### src/ddrini_pkg.sv
// What this block does
// - hold clock enable low while a stable memory clock runs after power-up
// - wait at least 200 us with clock enable low before any step
// - raise clock enable, send at least one no-operation before first precharge-all
// - precharge-all then row precharge time with only no-operations
// - load extended mode: loop enabled, drive strength selectable, higher bits zero
// - after each mode load wait mode-register delay with only no-operations
// - load base mode with loop reset bit high to reset the loop
// - at least 200 cycles from loop reset to first read; a read requested as a re-lock starts is granted alongside that loop reset
// - second precharge-all then row precharge time with only no-operations
// - two auto refreshes, each followed by refresh cycle time of no-operations
// - refreshes may be placed before the second precharge-all
// - optional base mode reload with loop reset clear, same parameters, then delay
// - lower strobe qualifies data bits 0-7, upper strobe bits 8-15 (the strobes are outside this block)
// - on clock change reset the loop again and wait 200 cycles before reads; a read requested as the re-lock starts is granted alongside the loop reset
package ddrini_pkg;

  // apb register map
  localparam logic [11:0] DDRINI_CTRL_OFF = 12'h000;
  localparam logic [11:0] DDRINI_MODE_OFF = 12'h004;
  localparam logic [11:0] DDRINI_STAT_OFF = 12'h008;
  // control bit positions
  localparam int DDRINI_CTRL_START   = 0;
  localparam int DDRINI_CTRL_DRIVE   = 1;
  localparam int DDRINI_CTRL_REFEARLY = 2;
  localparam int DDRINI_CTRL_RELOAD  = 3;
  localparam int DDRINI_CTRL_RELOCK  = 4;
  localparam logic [12:0] DDRINI_MODE_RST = 13'h0022;
  // address bit that resets the delay-locked loop in the base mode load
  localparam int DDRINI_LOOP_RESET_BIT = 8;
  localparam int DDRINI_PRECH_ALL_BIT  = 10;

  // timing, 20 MHz core clock
  localparam int DDRINI_CLK_NS     = 50;
  localparam int DDRINI_PWRUP_US   = 200;
  localparam int DDRINI_PWRUP_CYC  = (DDRINI_PWRUP_US * 1000 + DDRINI_CLK_NS - 1) / DDRINI_CLK_NS;
  localparam int DDRINI_TRP_NS     = 20;
  localparam int DDRINI_TRP_CYC    = (DDRINI_TRP_NS + DDRINI_CLK_NS - 1) / DDRINI_CLK_NS;
  localparam int DDRINI_TMRD_NS    = 15;
  localparam int DDRINI_TMRD_CYC   = (DDRINI_TMRD_NS + DDRINI_CLK_NS - 1) / DDRINI_CLK_NS;
  localparam int DDRINI_TRFC_NS    = 75;
  localparam int DDRINI_TRFC_CYC   = (DDRINI_TRFC_NS + DDRINI_CLK_NS - 1) / DDRINI_CLK_NS;
  localparam int DDRINI_NOP_CYC    = 1;
  localparam int DDRINI_LOCK_CYC   = 200;

  // command encodings {cs_n, ras_n, cas_n, we_n}
  localparam logic [3:0] DDRINI_CMD_NOP = 4'h7;
  localparam logic [3:0] DDRINI_CMD_PRE = 4'h2;
  localparam logic [3:0] DDRINI_CMD_REF = 4'h1;
  localparam logic [3:0] DDRINI_CMD_LMR = 4'h0;

  typedef struct packed {
    logic [3:0]  cmd;
    logic [1:0]  bank;
    logic [12:0] addr;
  } ddrini_cmd_s;

  typedef enum logic [10:0] {
    ST_IDLE  = 11'h001,
    ST_PWRUP = 11'h002,
    ST_NOP   = 11'h004,
    ST_PRE1  = 11'h008,
    ST_EMR   = 11'h010,
    ST_MR    = 11'h020,
    ST_PRE2  = 11'h040,
    ST_REF   = 11'h080,
    ST_MR2   = 11'h100,
    ST_WAIT  = 11'h200,
    ST_DONE  = 11'h400
  } ddrini_state_e;

endpackage : ddrini_pkg

### src/ddrini_cnt.sv
// down counter for timing waits; the zero flag is decoded from the count register, not registered itself
module ddrini_cnt
  import ddrini_pkg::*;
(
  input  wire logic        i_core_clk, // core clock
  input  wire logic        i_rst,      // sync reset, high
  input  wire logic        i_load,     // load a new count
  input  wire logic [22:0] i_value,    // cycles to wait
  output logic             o_zero      // count expired
);
  logic [22:0] cnt_ff;

  // load wins over decrement
  always_ff @(posedge i_core_clk) begin
    if (i_rst) begin
      cnt_ff <= 23'h000000;
    end else if (i_load) begin
      cnt_ff <= i_value;
    end else if (cnt_ff != 23'h000000) begin
      cnt_ff <= cnt_ff - 23'h000001;
    end
  end

  assign o_zero = (cnt_ff == 23'h000000);
endmodule : ddrini_cnt

### src/ddrini_ctrl.sv
// power-up sequencer for a ddr memory, programmed over apb
//
// The APB slave port and the register offsets were chosen for this implementation.
module ddrini_ctrl
  import ddrini_pkg::*;
#(
  parameter int PWRUP_CYC = DDRINI_PWRUP_CYC // shorten in simulation
)(
  input  wire logic        i_core_clk,   // core clock
  input  wire logic        i_rst,        // sync reset, high
  input  wire logic        i_psel,       // apb select
  input  wire logic        i_penable,    // apb enable
  input  wire logic        i_pwrite,     // apb write
  input  wire logic [11:0] i_paddr,      // apb byte address
  input  wire logic [31:0] i_pwdata,     // apb write data
  output logic [31:0]      o_prdata,     // apb read data
  output logic             o_pready,     // apb ready
  output logic             o_pslverr,    // apb error
  input  wire logic        i_user_req,   // user activate/read/write request
  input  wire logic        i_user_rd,    // request is a read
  output logic             o_user_gnt,   // request granted
  output logic             o_ready,      // init finished
  output logic             o_mem_cke,    // memory clock enable
  output logic             o_mem_clk_en, // run memory clock
  output ddrini_cmd_s      o_mem_cmd     // command, bank, address
);
  ddrini_state_e state_ff, nxt_state;
  logic          drive_ff, refearly_ff, reload_ff;
  logic [12:0]   mode_ff;
  logic          start_ff;
  logic [1:0]    ref_cnt_ff;
  logic          pre2_done_ff;
  logic [7:0]    lock_ff;
  logic          cnt_load;
  logic [22:0]   cnt_val;
  logic          cnt_zero;
  ddrini_cmd_s   nxt_cmd;
  logic          apb_wr;

  // a write lands in the access phase, at the edge where pready is seen high
  assign apb_wr = i_psel & i_penable & i_pwrite;

  // apb slave answers every access in its first access cycle
  always_ff @(posedge i_core_clk) begin
    if (i_rst) begin
      o_pready  <= 1'b0;
      o_pslverr <= 1'b0;
      o_prdata  <= 32'h00000000;
    end else begin
      o_pready  <= i_psel & ~i_penable;
      o_pslverr <= i_psel & ~i_penable & (i_paddr != DDRINI_CTRL_OFF) & (i_paddr != DDRINI_MODE_OFF)
                   & (i_paddr != DDRINI_STAT_OFF);
      o_prdata  <= 32'h00000000;
      if (i_psel & ~i_penable & ~i_pwrite) begin
        case (i_paddr)
          DDRINI_CTRL_OFF: o_prdata <= {27'h0, 1'b0, reload_ff, refearly_ff, drive_ff, 1'b0};
          DDRINI_MODE_OFF: o_prdata <= {19'h0, mode_ff};
          DDRINI_STAT_OFF: o_prdata <= {20'h0, lock_ff == 8'h00, o_ready, state_ff[9:0]};
          default:         o_prdata <= 32'h00000000;
        endcase
      end
    end
  end

  // writable configuration; mode register is locked while sequencing
  // a start written mid-sequence is only looked at in idle or done, so it cannot restart a wait
  always_ff @(posedge i_core_clk) begin
    if (i_rst) begin
      drive_ff    <= 1'b0;
      refearly_ff <= 1'b0;
      reload_ff   <= 1'b0;
      mode_ff     <= DDRINI_MODE_RST;
      start_ff    <= 1'b0;
    end else begin
      start_ff <= 1'b0;
      if (apb_wr && addr_hit(i_paddr, DDRINI_CTRL_OFF)) begin
        drive_ff    <= i_pwdata[DDRINI_CTRL_DRIVE];
        refearly_ff <= i_pwdata[DDRINI_CTRL_REFEARLY];
        reload_ff   <= i_pwdata[DDRINI_CTRL_RELOAD];
        start_ff    <= i_pwdata[DDRINI_CTRL_START] | i_pwdata[DDRINI_CTRL_RELOCK];
      end
      if (apb_wr && addr_hit(i_paddr, DDRINI_MODE_OFF) && state_ff inside {ST_IDLE, ST_DONE}) begin
        mode_ff <= i_pwdata[12:0];
      end
    end
  end

  function automatic logic addr_hit(input logic [11:0] a, input logic [11:0] b);
    addr_hit = (a == b);
  endfunction : addr_hit

  ddrini_cnt u_cnt (
    .i_core_clk (i_core_clk),
    .i_rst      (i_rst),
    .i_load     (cnt_load),
    .i_value    (cnt_val),
    .o_zero     (cnt_zero)
  );

  // sequencer: issue one command, then count its gap on the wait counter
  // the gap runs from the command edge, so each wait is one cycle longer than its count
  always_comb begin
    nxt_state = state_ff;
    nxt_cmd   = '{cmd: DDRINI_CMD_NOP, bank: 2'b00, addr: 13'h0000};
    cnt_load  = 1'b0;
    cnt_val   = 23'h000000;
    case (state_ff)
      ST_IDLE: begin
        if (start_ff) begin
          nxt_state = ST_PWRUP;
          cnt_load  = 1'b1;
          cnt_val   = 23'(PWRUP_CYC);
        end
      end
      // memory clock runs, cke held low for the whole power-up wait
      ST_PWRUP: begin
        if (cnt_zero) begin
          nxt_state = ST_NOP;                              // cke rises here
          cnt_load  = 1'b1;
          cnt_val   = 23'(DDRINI_NOP_CYC);
        end
      end
      ST_NOP: begin
        if (cnt_zero) begin
          nxt_state = ST_PRE1;
          nxt_cmd.cmd = DDRINI_CMD_PRE;
          nxt_cmd.addr[DDRINI_PRECH_ALL_BIT] = 1'b1;
          cnt_load  = 1'b1;
          cnt_val   = 23'(DDRINI_TRP_CYC);
        end
      end
      ST_PRE1: begin
        if (cnt_zero) begin
          nxt_state = ST_EMR;
          nxt_cmd.cmd  = DDRINI_CMD_LMR;
          nxt_cmd.bank = 2'b01;
          nxt_cmd.addr = {11'h000, drive_ff, 1'b0};
          cnt_load  = 1'b1;
          cnt_val   = 23'(DDRINI_TMRD_CYC);
        end
      end
      // extended mode is in, now the base mode with the loop reset bit
      ST_EMR: begin
        if (cnt_zero) begin
          nxt_state = ST_MR;
          nxt_cmd.cmd  = DDRINI_CMD_LMR;
          nxt_cmd.addr = mode_ff;
          nxt_cmd.addr[DDRINI_LOOP_RESET_BIT] = 1'b1;
          cnt_load  = 1'b1;
          cnt_val   = 23'(DDRINI_TMRD_CYC);
        end
      end
      ST_MR: begin
        if (cnt_zero) begin
          cnt_load = 1'b1;
          if (pre2_done_ff) begin                          // re-lock: banks idle, no precharge or refresh
            nxt_state = ST_WAIT;
          end else if (refearly_ff) begin
            nxt_state   = ST_REF;
            nxt_cmd.cmd = DDRINI_CMD_REF;
            cnt_val     = 23'(DDRINI_TRFC_CYC);
          end else begin
            nxt_state   = ST_PRE2;
            nxt_cmd.cmd = DDRINI_CMD_PRE;
            nxt_cmd.addr[DDRINI_PRECH_ALL_BIT] = 1'b1;
            cnt_val     = 23'(DDRINI_TRP_CYC);
          end
        end
      end
      // second precharge gap, or the finish once both refreshes are done
      ST_PRE2: begin
        if (cnt_zero) begin
          cnt_load = 1'b1;
          if (ref_cnt_ff != 2'd2) begin
            nxt_state   = ST_REF;
            nxt_cmd.cmd = DDRINI_CMD_REF;
            cnt_val     = 23'(DDRINI_TRFC_CYC);
          end else if (reload_ff) begin
            nxt_state    = ST_MR2;
            nxt_cmd.cmd  = DDRINI_CMD_LMR;
            nxt_cmd.addr = mode_ff;
            nxt_cmd.addr[DDRINI_LOOP_RESET_BIT] = 1'b0;
            cnt_val      = 23'(DDRINI_TMRD_CYC);
          end else begin
            nxt_state = ST_WAIT;
          end
        end
      end
      // refresh pair; after both, fall back through pre2 to finish
      ST_REF: begin
        if (cnt_zero) begin
          cnt_load = 1'b1;
          if (ref_cnt_ff != 2'd2) begin
            nxt_cmd.cmd = DDRINI_CMD_REF;                  // second refresh
            cnt_val     = 23'(DDRINI_TRFC_CYC);
          end else if (!pre2_done_ff) begin
            nxt_state   = ST_PRE2;
            nxt_cmd.cmd = DDRINI_CMD_PRE;
            nxt_cmd.addr[DDRINI_PRECH_ALL_BIT] = 1'b1;
            cnt_val     = 23'(DDRINI_TRP_CYC);
          end else begin
            nxt_state = ST_PRE2;                           // both done, fall to finish
          end
        end
      end
      // optional reload: loop reset cleared, same parameters as before
      ST_MR2: begin
        if (cnt_zero) begin
          nxt_state = ST_WAIT;
        end
      end
      ST_WAIT: begin
        nxt_state = ST_DONE;
      end
      // re-lock reuses the mode register and skips refresh and precharge
      ST_DONE: begin
        if (start_ff) begin                                // re-lock after clock change
          nxt_state    = ST_MR;
          nxt_cmd.cmd  = DDRINI_CMD_LMR;
          nxt_cmd.addr = mode_ff;
          nxt_cmd.addr[DDRINI_LOOP_RESET_BIT] = 1'b1;
          cnt_load     = 1'b1;
          cnt_val      = 23'(DDRINI_TMRD_CYC);
        end
      end
      default: begin
        nxt_state = ST_IDLE;
      end
    endcase
  end

  // state register
  always_ff @(posedge i_core_clk) begin
    if (i_rst) begin
      state_ff <= ST_IDLE;
    end else begin
      state_ff <= nxt_state;
    end
  end

  // refresh and precharge bookkeeping; cleared on the base mode load after the extended mode, preset on re-lock
  // the refresh count is two bits; re-lock presets it so no third refresh is asked for
  always_ff @(posedge i_core_clk) begin
    if (i_rst) begin
      ref_cnt_ff   <= 2'd0;
      pre2_done_ff <= 1'b0;
    end else if (nxt_state == ST_MR && state_ff != ST_MR) begin
      ref_cnt_ff   <= (state_ff == ST_DONE) ? 2'd2 : 2'd0; // re-lock skips refreshes
      pre2_done_ff <= (state_ff == ST_DONE);
    end else begin
      if (nxt_cmd.cmd == DDRINI_CMD_REF) begin
        ref_cnt_ff <= ref_cnt_ff + 2'd1;
      end
      if (state_ff == ST_MR && nxt_state == ST_PRE2 || state_ff == ST_REF && nxt_state == ST_PRE2) begin
        pre2_done_ff <= 1'b1;
      end
    end
  end

  // read holdoff after any loop reset
  always_ff @(posedge i_core_clk) begin
    if (i_rst) begin
      lock_ff <= 8'h00;
    end else if (nxt_state == ST_MR && state_ff != ST_MR) begin
      lock_ff <= 8'(DDRINI_LOCK_CYC);
    end else if (lock_ff != 8'h00) begin
      lock_ff <= lock_ff - 8'h01;
    end
  end

  // pins: cke low until the wait ends; memory clock runs from start
  // cke never falls again: the device would not take it back as a cmos level
  always_ff @(posedge i_core_clk) begin
    if (i_rst) begin
      o_mem_cke    <= 1'b0;
      o_mem_clk_en <= 1'b0;
      o_mem_cmd    <= '{cmd: DDRINI_CMD_NOP, bank: 2'b00, addr: 13'h0000};
    end else begin
      if (state_ff == ST_IDLE && start_ff) begin
        o_mem_clk_en <= 1'b1;
      end
      if (state_ff == ST_PWRUP && cnt_zero) begin
        o_mem_cke <= 1'b1;                                 // stays high, device treats as terminated
      end
      o_mem_cmd <= nxt_cmd;
    end
  end

  // user gate: nothing passes before done; reads also wait for lock
  // grant is registered and trails the request by one cycle; users keep req up until granted
  always_ff @(posedge i_core_clk) begin
    if (i_rst) begin
      o_ready    <= 1'b0;
      o_user_gnt <= 1'b0;
    end else begin
      o_ready    <= (nxt_state == ST_DONE);
      o_user_gnt <= i_user_req & (state_ff == ST_DONE) & ~(i_user_rd & (lock_ff != 8'h00));
    end
  end

  // data strobes are outside this block; lane pairing is by byte
endmodule : ddrini_ctrl

### config.mk
export PLATFORM = sky130hd
export DESIGN_NAME = ddrini_ctrl
export DESIGN_NICKNAME = d
export VERILOG_FILES = /design/src/ddrini_pkg.sv /design/src/ddrini_cnt.sv /design/src/ddrini_ctrl.sv
export SDC_FILE = /design/constraint.sdc
export NUM_CORES = 1
export LEC_CHECK = 0
export ABC_AREA = 1
export BUFFER_PORTS_ARGS = -buffer_cell sky130_fd_sc_hd__buf_2
export CAP_MARGIN = 20
export CORE_MARGIN = 1.5
export CORE_UTILIZATION = 59
export DETAILED_ROUTE_END_ITERATION = 8
export GPL_TIMING_DRIVEN = 0
export PLACE_DENSITY = 0.9
export SYNTH_ARGS = -nofsm -noshare
export SYNTH_HDL_FRONTEND = slang
export SYNTH_SLANG_ARGS = --single-unit
### constraint.sdc
create_clock -name i_core_clk -period 5.27 [get_ports i_core_clk]
set_clock_uncertainty 0.05 [all_clocks]
set_input_delay 1.054 -clock i_core_clk [delete_from_list [all_inputs] [get_ports i_core_clk]]
set_output_delay 1.054 -clock i_core_clk [all_outputs]
set_load 0.05 [all_outputs]
-- Word-level counts from Yosys, hierarchy flattened
Index checks and enable logic that the tools add are counted.
- eq/ne operators: 21
- add/subtract/negate cells: 3
- bitwise gates (word level): 17
- multiplexer cells: 70
- reduce and logical (&&, ||, !) cells: 27
- operators with widths (kind ; count):
    2-to-1 mux 11 bit ; 12
    case mux 11 bit (11 select lines) ; 1
    case mux 12 bit (6 select lines) ; 1
    2-to-1 mux 13 bit ; 5
    2-to-1 mux 23 bit ; 2
    case mux 10 bit (4 select lines) ; 1
    case mux 13 bit (3 select lines) ; 1
    2-to-1 mux 3 bit ; 11
    case mux 4 bit (7 select lines) ; 1
    2-to-1 mux 8 bit ; 3
    logical NOT 23 bit ; 1
    nonzero test 23 bit ; 1
    subtractor 23 x 1 -> 23 bit (second input constant) ; 1
    equality test 11 bit (second input constant) ; 2
    equality test 11 x 6 -> 1 bit (second input constant) ; 2
    equality test 11 x 7 -> 1 bit (second input constant) ; 2
    2-to-1 mux 2 bit ; 11
    2-to-1 mux 10 bit ; 2
    2-to-1 mux 18 bit ; 1
    2-to-1 mux 1 bit ; 14
    equality test 12 x 3 -> 1 bit (second input constant) ; 1
    equality test 12 x 4 -> 1 bit (second input constant) ; 1
    logical NOT 12 bit ; 1
    2-to-1 mux 12 bit ; 1
    other kinds (30) ; 59
- output and inout bits: 57
- logic and storage cells: 159
- input bits: 51
- flip-flop bits (word level): 119

-- Depth between registers and ports, before layout
Gate-level depths: netlist (run 1).
- word-level depth: 9
- gate-level depth with buffers: 15
- gate-level depth less buffers: 15

-- Cells and area by module
A second synthesis (run 1) with hierarchy kept.
- cell total of the unflattened synthesis: 763
- area total of the unflattened synthesis: 5291.3 um2
- by module, submodules not included (module ; area each (um2) ; times used ; cells each ; seq. area each (um2)):
    ddrini_ctrl ; 3794.9 ; 1 ; 515 ; 1501.4
    ddrini_cnt ; 1496.4 ; 1 ; 248 ; 460.4

-- Worst setup path after synthesis (run 1)
No wires, ideal clock.
- path type: input -> register
- from: input port i_paddr[5]
- to: register mode_ff[11]
- library setup time: 138 ps
- arrival: 2279 ps
- buffers on the path: 1
- required time: 5082 ps
- path slack: 2803 ps
- cell stages on the path: 8
- path through: nor4_1 > and2_1 > nand2_1 > nor3_4 > inv_4 > buf_6 > nor2_1 > a211oi_2
- cells in the longest elaborated chain, start to end: 3
- ends and longest elaborated chain (element ; RTL line ; text):
    start: declaration ; ddrini_ctrl.sv:14 ; input wire logic [11:0] i_paddr,
    equality test 12 x 3 -> 1 bit ; ddrini_ctrl.sv:89 ; addr_hit = (a == b);
    logical AND 1 bit (2 in series) ; ddrini_ctrl.sv:82 ; if (apb_wr && addr_hit(i_paddr, DDRINI_MODE_OFF) && state_ff inside {ST_IDLE, ST_DONE}) begin
    end signal: assignment ; ddrini_ctrl.sv:83 ; mode_ff <= i_pwdata[12:0];
    end: declaration ; ddrini_ctrl.sv:29 ; logic [12:0] mode_ff;
No other way between the ends.
A chain may end at the register's enable or synchronous reset.

-- Worst setup path after layout (run 1)
Same ends and word-level chain as after synthesis.

==> results of run 1 <==
[cell type report]
| cell class | instances | area, sq um | area share (%) |
|---|---|---|---|
| Inverter | 113 | 427 | 7.26 |
| Sequential cell | 98 | 1960 | 33.4 |
| Multi-Input combinational cell | 494 | 2580 | 44.0 |
| Clock inverter | 7 | 95.1 | 1.62 |
| Buffer | 32 | 216 | 3.69 |
| Clock buffer | 9 | 124 | 2.11 |
| Timing Repair Buffer | 67 | 335 | 5.71 |
| Tap cell | 105 | 131 | 2.24 |
[metrics by stage]
step	total power, mW	util (%)
2_1_floorplan	1.63	-
4_1_cts	2.34	70.8
5_1_grt	2.50	70.8
6_report	2.34	70.8
3_3_place_gp	1.76	68.1
3_5_place_dp	1.81	68.1
[report_power, final]
part,internal (mW),switching (mW),total (mW)
Combinational,0.311,0.576,0.886
Clock,0.233,0.297,0.531
Sequential,0.836,0.0895,0.926
Total,1.38,0.962,2.34
[worst max-delay path: cells and delay by family]
family / cells / cell delay [ps]
buffers and inverters: 3 / 390
and+or+nand+nor: 5 / 1280
AOI/OAI and AO/OA: 1 / 50
[per-layer routing]
metal / up-vias / global-route usage [%] / routed length, microns
met4: 0 / 11.6 / 394
met3: 37 / 6.08 / 1060
met5: - / 0 / 0
met1: 2306 / 40.2 / 5830
met2: 261 / 53.3 / 6620
li1: 2474 / - / -
[worst paths after layout]
check	startpoint	end	cells after the start
worst min-delay path	u_cnt.cnt_ff[22]	u_cnt.cnt_ff[22]	2
worst max register to register	u_cnt.cnt_ff[0]	u_cnt.cnt_ff[0]	14
worst min register to register	u_cnt.cnt_ff[22]	u_cnt.cnt_ff[22]	2
worst max-delay path	i_paddr[5]	mode_ff[11]	9
[cells by family after synthesis]
group | after synthesis | synth area share (%)
AO/OA/AOI/OAI | 122 | 14.6
XOR/XNOR | 13 | 2.23
adder cells (fa/ha/maj) | 3 | 0.734
buffers and inverters | 145 | 12.6
flip-flops | 98 | 38.4
other | 1 | 0.0734
AND/OR/NAND/NOR | 335 | 31.4
[sequential cells by signal, summed over array words and instances (netlist names)]
name and flops:
lock_ff 8, reload_ff 1, state_ff 11, o_user_gnt 1
refearly_ff 1, o_ready 1, mode_ff 13, o_mem_cmd 17
o_mem_cke 1, o_prdata 13, o_pready 1, ref_cnt_ff 2
o_mem_clk_en 1, o_pslverr 1, u_cnt.cnt_ff 23, pre2_done_ff 1
drive_ff 1, start_ff 1
[layout by cell type, fill, tap and decap left out, drive strengths merged, types with 21 or more instances in the layout]
master,count
nor3,36
inv,115
a21oi,50
nand2,135
conb,21
nand3,43
buf,93
nor2,98
dfxtp,98
o21ai,36
==> metrics.txt, run 1 <==
outcome=finished, final reports clean; Design Area, Final=approximately 6000 sq um; clock sink count=between 90 and 100; total core area=8300 sq um; CP max stage delay=around 400 ps; number of synthesized register bits=98; initial core utilization=around three fifths; DRC viols=0; Syn Area/Cell=7.13 sq um; insertion delay to the later sink of the worst-skew pair=between 300 and 400 ps; Area contributors post-synth=dfxtp_1 (38%), nand2_1 (9.0%), inv_1 (7.7%), nor2_1 (5.7%), a21oi_1 (4.8%); Worst VDD drop=~0.35 mV; setup bufs post-CTS=0; Synth top cells by count=nand2_1 (122), inv_1 (105), dfxtp_1 (98); Post-Syn Instances=~700; fill count=around 680; first-pass GRT wire length=approximately 22000 microns; warnings from Yosys=0; overall die area=~9200 sq um; vias in the first global route=roughly 4700; power density cells=between 300 and 400 nW/um^2; post-synth cell types=46; final cell count without fillers=~930; Post-synth EDFFs=0; crit path cell chain=buf_2, nor4_1, and2_1, nand2_1, nor3_4, inv_4, buf_6, nor2_1, a211oi_2; CP Class=in2reg; most frequent cell after synthesis=nand2_1; P&R area growth vs syn=14.9%; vias per cell=5.49; Synth top area share=a little under two fifths; number of max-cap violations=0; I/O pins=108; row cnt=33; final number of setup-violating endpoints=0; worst-margin pin slew=~750 ps; TritonCTS Buffers=9; data required time of the critical path=between 5000 and 6000 ps; Worst Setup End Kind=flip-flop; htree depth=3; TritonCTS clock tree=done; fin crit period=between 2000 and 3000 ps; DP HPWL=10600 microns; leakage power=2.82 nW; Final Hold Slack=around 400 ps; area leader, netlist=dfxtp_1; NumNets Final=869; DP Cell Count=~910; CP arrival=around 2800 ps; CTS root buf=clkbuf_8; placed cell area=around 5700 sq um; diodes inserted=0; Max Slew Vio Count=0; post-synthesis sequential area ratio=about two fifths; final worst slack=between 2000 and 3000 ps; Synth async-reset ratio=0%; Worst Setup Start Kind=input port; DR iter-0 viols=roughly 580; CTS Buffer Depth=2; RSZ-0062 raised after global routing=false; Post-synth top flop=dfxtp_1; Die Span X=96.1 microns; worst hold path type=reg2reg; drt pass-1 iters=6; setup tns final=0 ps; Mapped Area=approximately 5100 sq um; FF-to-FF setup slack=2840 ps; critical path's slowest cell=nor3_4; Final period util=between 40 and 50%; DP Worst Slack=~2300 ps; pin count of the biggest net entering global routing=20; drt wl/cell=~15 microns; worst-path fanout max=10; Die Y-Extent=96.1 microns; Clock transition at path regs=roughly 100 ps; share of layout cells above drive strength 1=a little over a fifth; PortBufs=67; antenna violations before repair=0; Post-CTS Resized=0; FMAX=between 300 and 400 MHz; gr usage total=between 30% and 40%; Final Wtd Congestion=about 0.98; relative slew slack=approximately 50%; global route overflow=0; Hold-fix buffers, CTS=0; final hold violation count=0; final wirelength=roughly 14000 microns; Routed Antenna Nets=0; DR vias=slightly above 5000
Note: power is estimated with default switching activity, not from simulation.
==> inputs of run 2 (changes only) <==
- CORE_UTILIZATION: 59 -> 55
- PLACE_DENSITY: 0.9 -> 0.85
- clock period: 5.27 -> 2.4 ns (I/O delays scaled with it)
==> run 2 against run 1 <==
Compared with the run above:
- register-to-register slack got worse by 2700 ps
- non-clock buffer count grew 5
- design area increased by 1.3%
- sequential power up 120%
- via count increased by 0.28%
- critical endpoint is now u_cnt.cnt_ff[14]
==> metrics.txt, run 2 (same netlist as run 1, synthesis figures left out) <==
outcome=finished, final reports clean; vias per cell=between 5 and 6; NumNets Final=between 800 and 900; clock sink count=98; WL met1=6100 microns; TritonCTS Buffers=9; worst-margin pin slew=approximately 730 ps; Die Span X=99.4 microns; CTS Buffer Depth=2; relative slew slack=approximately half; TritonCTS clock tree=done; total core area=8850 sq um; global route overflow=0; antenna violations before repair=0; Die Y-Extent=approximately 99 microns; Worst Setup End Kind=flip-flop; fin crit period=around 2200 ps; area of the multi-input gates=about 2600 sq um; Hold-fix buffers, CTS=0; power density cells=868 nW/um^2; commonest non-fill, non-tap cells in the layout=nand2_1 (122), inv_1 (105), dfxtp_1 (97); vias in the first global route=4873; CP Class=reg2reg; DP Worst Slack=between 80 and 90 ps; WL met3=between 900 and 1000 microns; Clock transition at path regs=between 100 and 150 ps; data required time of the critical path=approximately 2700 ps; DR WL met2=between 6000 and 7000 microns; number of max-cap violations=0; insertion delay to the later sink of the worst-skew pair=roughly 370 ps; final hold violation count=0; drt pass-1 iters=6; P&R area growth vs syn=16.4%; final worst slack=between 150 and 200 ps; Top Metal Used=met4; Largest regs=u_cnt.cnt_ff x23, o_mem_cmd x17; initial core utilization=approximately 58%; first-pass GRT wire length=between 20000 and 25000 microns; Design Area, Final=just under 6000 sq um; Worst VDD drop=between 0.7 and 0.8 mV; Routed Antenna Nets=0; row cnt=34; final number of setup-violating endpoints=0; worst-path fanout max=10; PortBufs=between 60 and 70; most common cell after layout, fill and taps aside=nand2_1; diodes inserted=0; leakage power=about 2.8 nW; FMAX=about 440 MHz; gr usage total=roughly 30%; worst hold path type=in2reg; I/O pins=108; Reg area=about 2000 sq um; Max Slew Vio Count=0; Final period util=between 90% and 100%; htree depth=3; fill count=a little under 800; CP arrival=approximately 2500 ps; Worst Setup Start Kind=flip-flop; drt wl/cell=15.1 microns; pin count of the biggest net entering global routing=21; DR vias=~5100; DR iter-0 viols=between 400 and 500; max reg flops=23; DRC viols=0; largest reg by FF count=u_cnt.cnt_ff; overall die area=between 9000 and 10000 sq um; placed cell area=5660 sq um; CTS root buf=clkbuf_8; final wirelength=14100 microns; Final Wtd Congestion=0.991; share of layout cells above drive strength 1=between 20 and 25%; DP HPWL=between 10000 and 15000 microns
## run 2: cell types whose count changed in the layout (fill, tap and decap cells not counted), moves of 2 or more
cell	before	now
buf_4	23	27
clkinvlp_4	2	0
clkinv_4	0	3
nor2_4	8	10
nor3_2	3	5
nor2_2	13	11
nor3_1	32	30
## run 2: critical path, cell delays in order, from the launching register on
cell and delay, ps:
dfxtp_1 410, inv_1 120, nand2_4 150, inv_2 70, nand2_1 110, nor2_4 80, buf_4 150, nor2_2 180
a21oi_2 110, nor2_4 230, nand2_2 160, buf_4 220, nor2_1 130
## run 2: through the flow
step / util, % / hold slack, ps / cells / total power [mW] / TNS [ps]
finish: 67.2 / 231 / 933 / 5.16 / 0
global route: 67.2 / 227 / 933 / 5.49 / -12.8
CTS: 66.3 / 221 / 928 / 5.07 / 0
detailed placement: 63.9 / 409 / 912 / 3.98 / 0
global placement: 63.9 / 384 / 912 / 3.88 / 0
floorplan: - / 374 / 737 / 3.58 / 0
## run 2: final timing paths
path | from | slack, ps | cells past startpoint | to
max | state_ff[8] | 150 | 12 | u_cnt.cnt_ff[14]
min | i_user_rd | 230 | 2 | o_user_gnt
max reg2reg | state_ff[8] | 150 | 12 | u_cnt.cnt_ff[14]
min reg2reg | ref_cnt_ff[0] | 420 | 2 | ref_cnt_ff[0]
## run 2: layout make-up
class                      count  area share (%)
multi-input combinational    494            44.0
clock buffer                   9            2.08
inverter                     113            7.21
clock inverter                 7            1.37
timing repair buffer          72            6.48
tap                          108            2.27
sequential                    98            33.0
buffer                        32            3.64
## run 2: repair_timing
action | CTS | global route
buffers inserted | 0 | 5
setup endpoints to repair | 0 | 46
gates resized for setup | 0 | 9
hold endpoints to repair | 0 | 0
## run 2: power breakdown
| group | switching (mW) | internal (mW) | total [mW] |
|---|---|---|---|
| registers | 0.196 | 1.84 | 2.03 |
| logic | 1.30 | 0.733 | 2.03 |
| clock network | 0.685 | 0.415 | 1.10 |
## run 2: metal layers
layer / GRT usage (%) / up-vias
met3: 3.72 / 40
met2: 49.7 / 210
met4: 12.8 / 0
met5: 0 / -
met1: 37.3 / 2355
li1: - / 2487
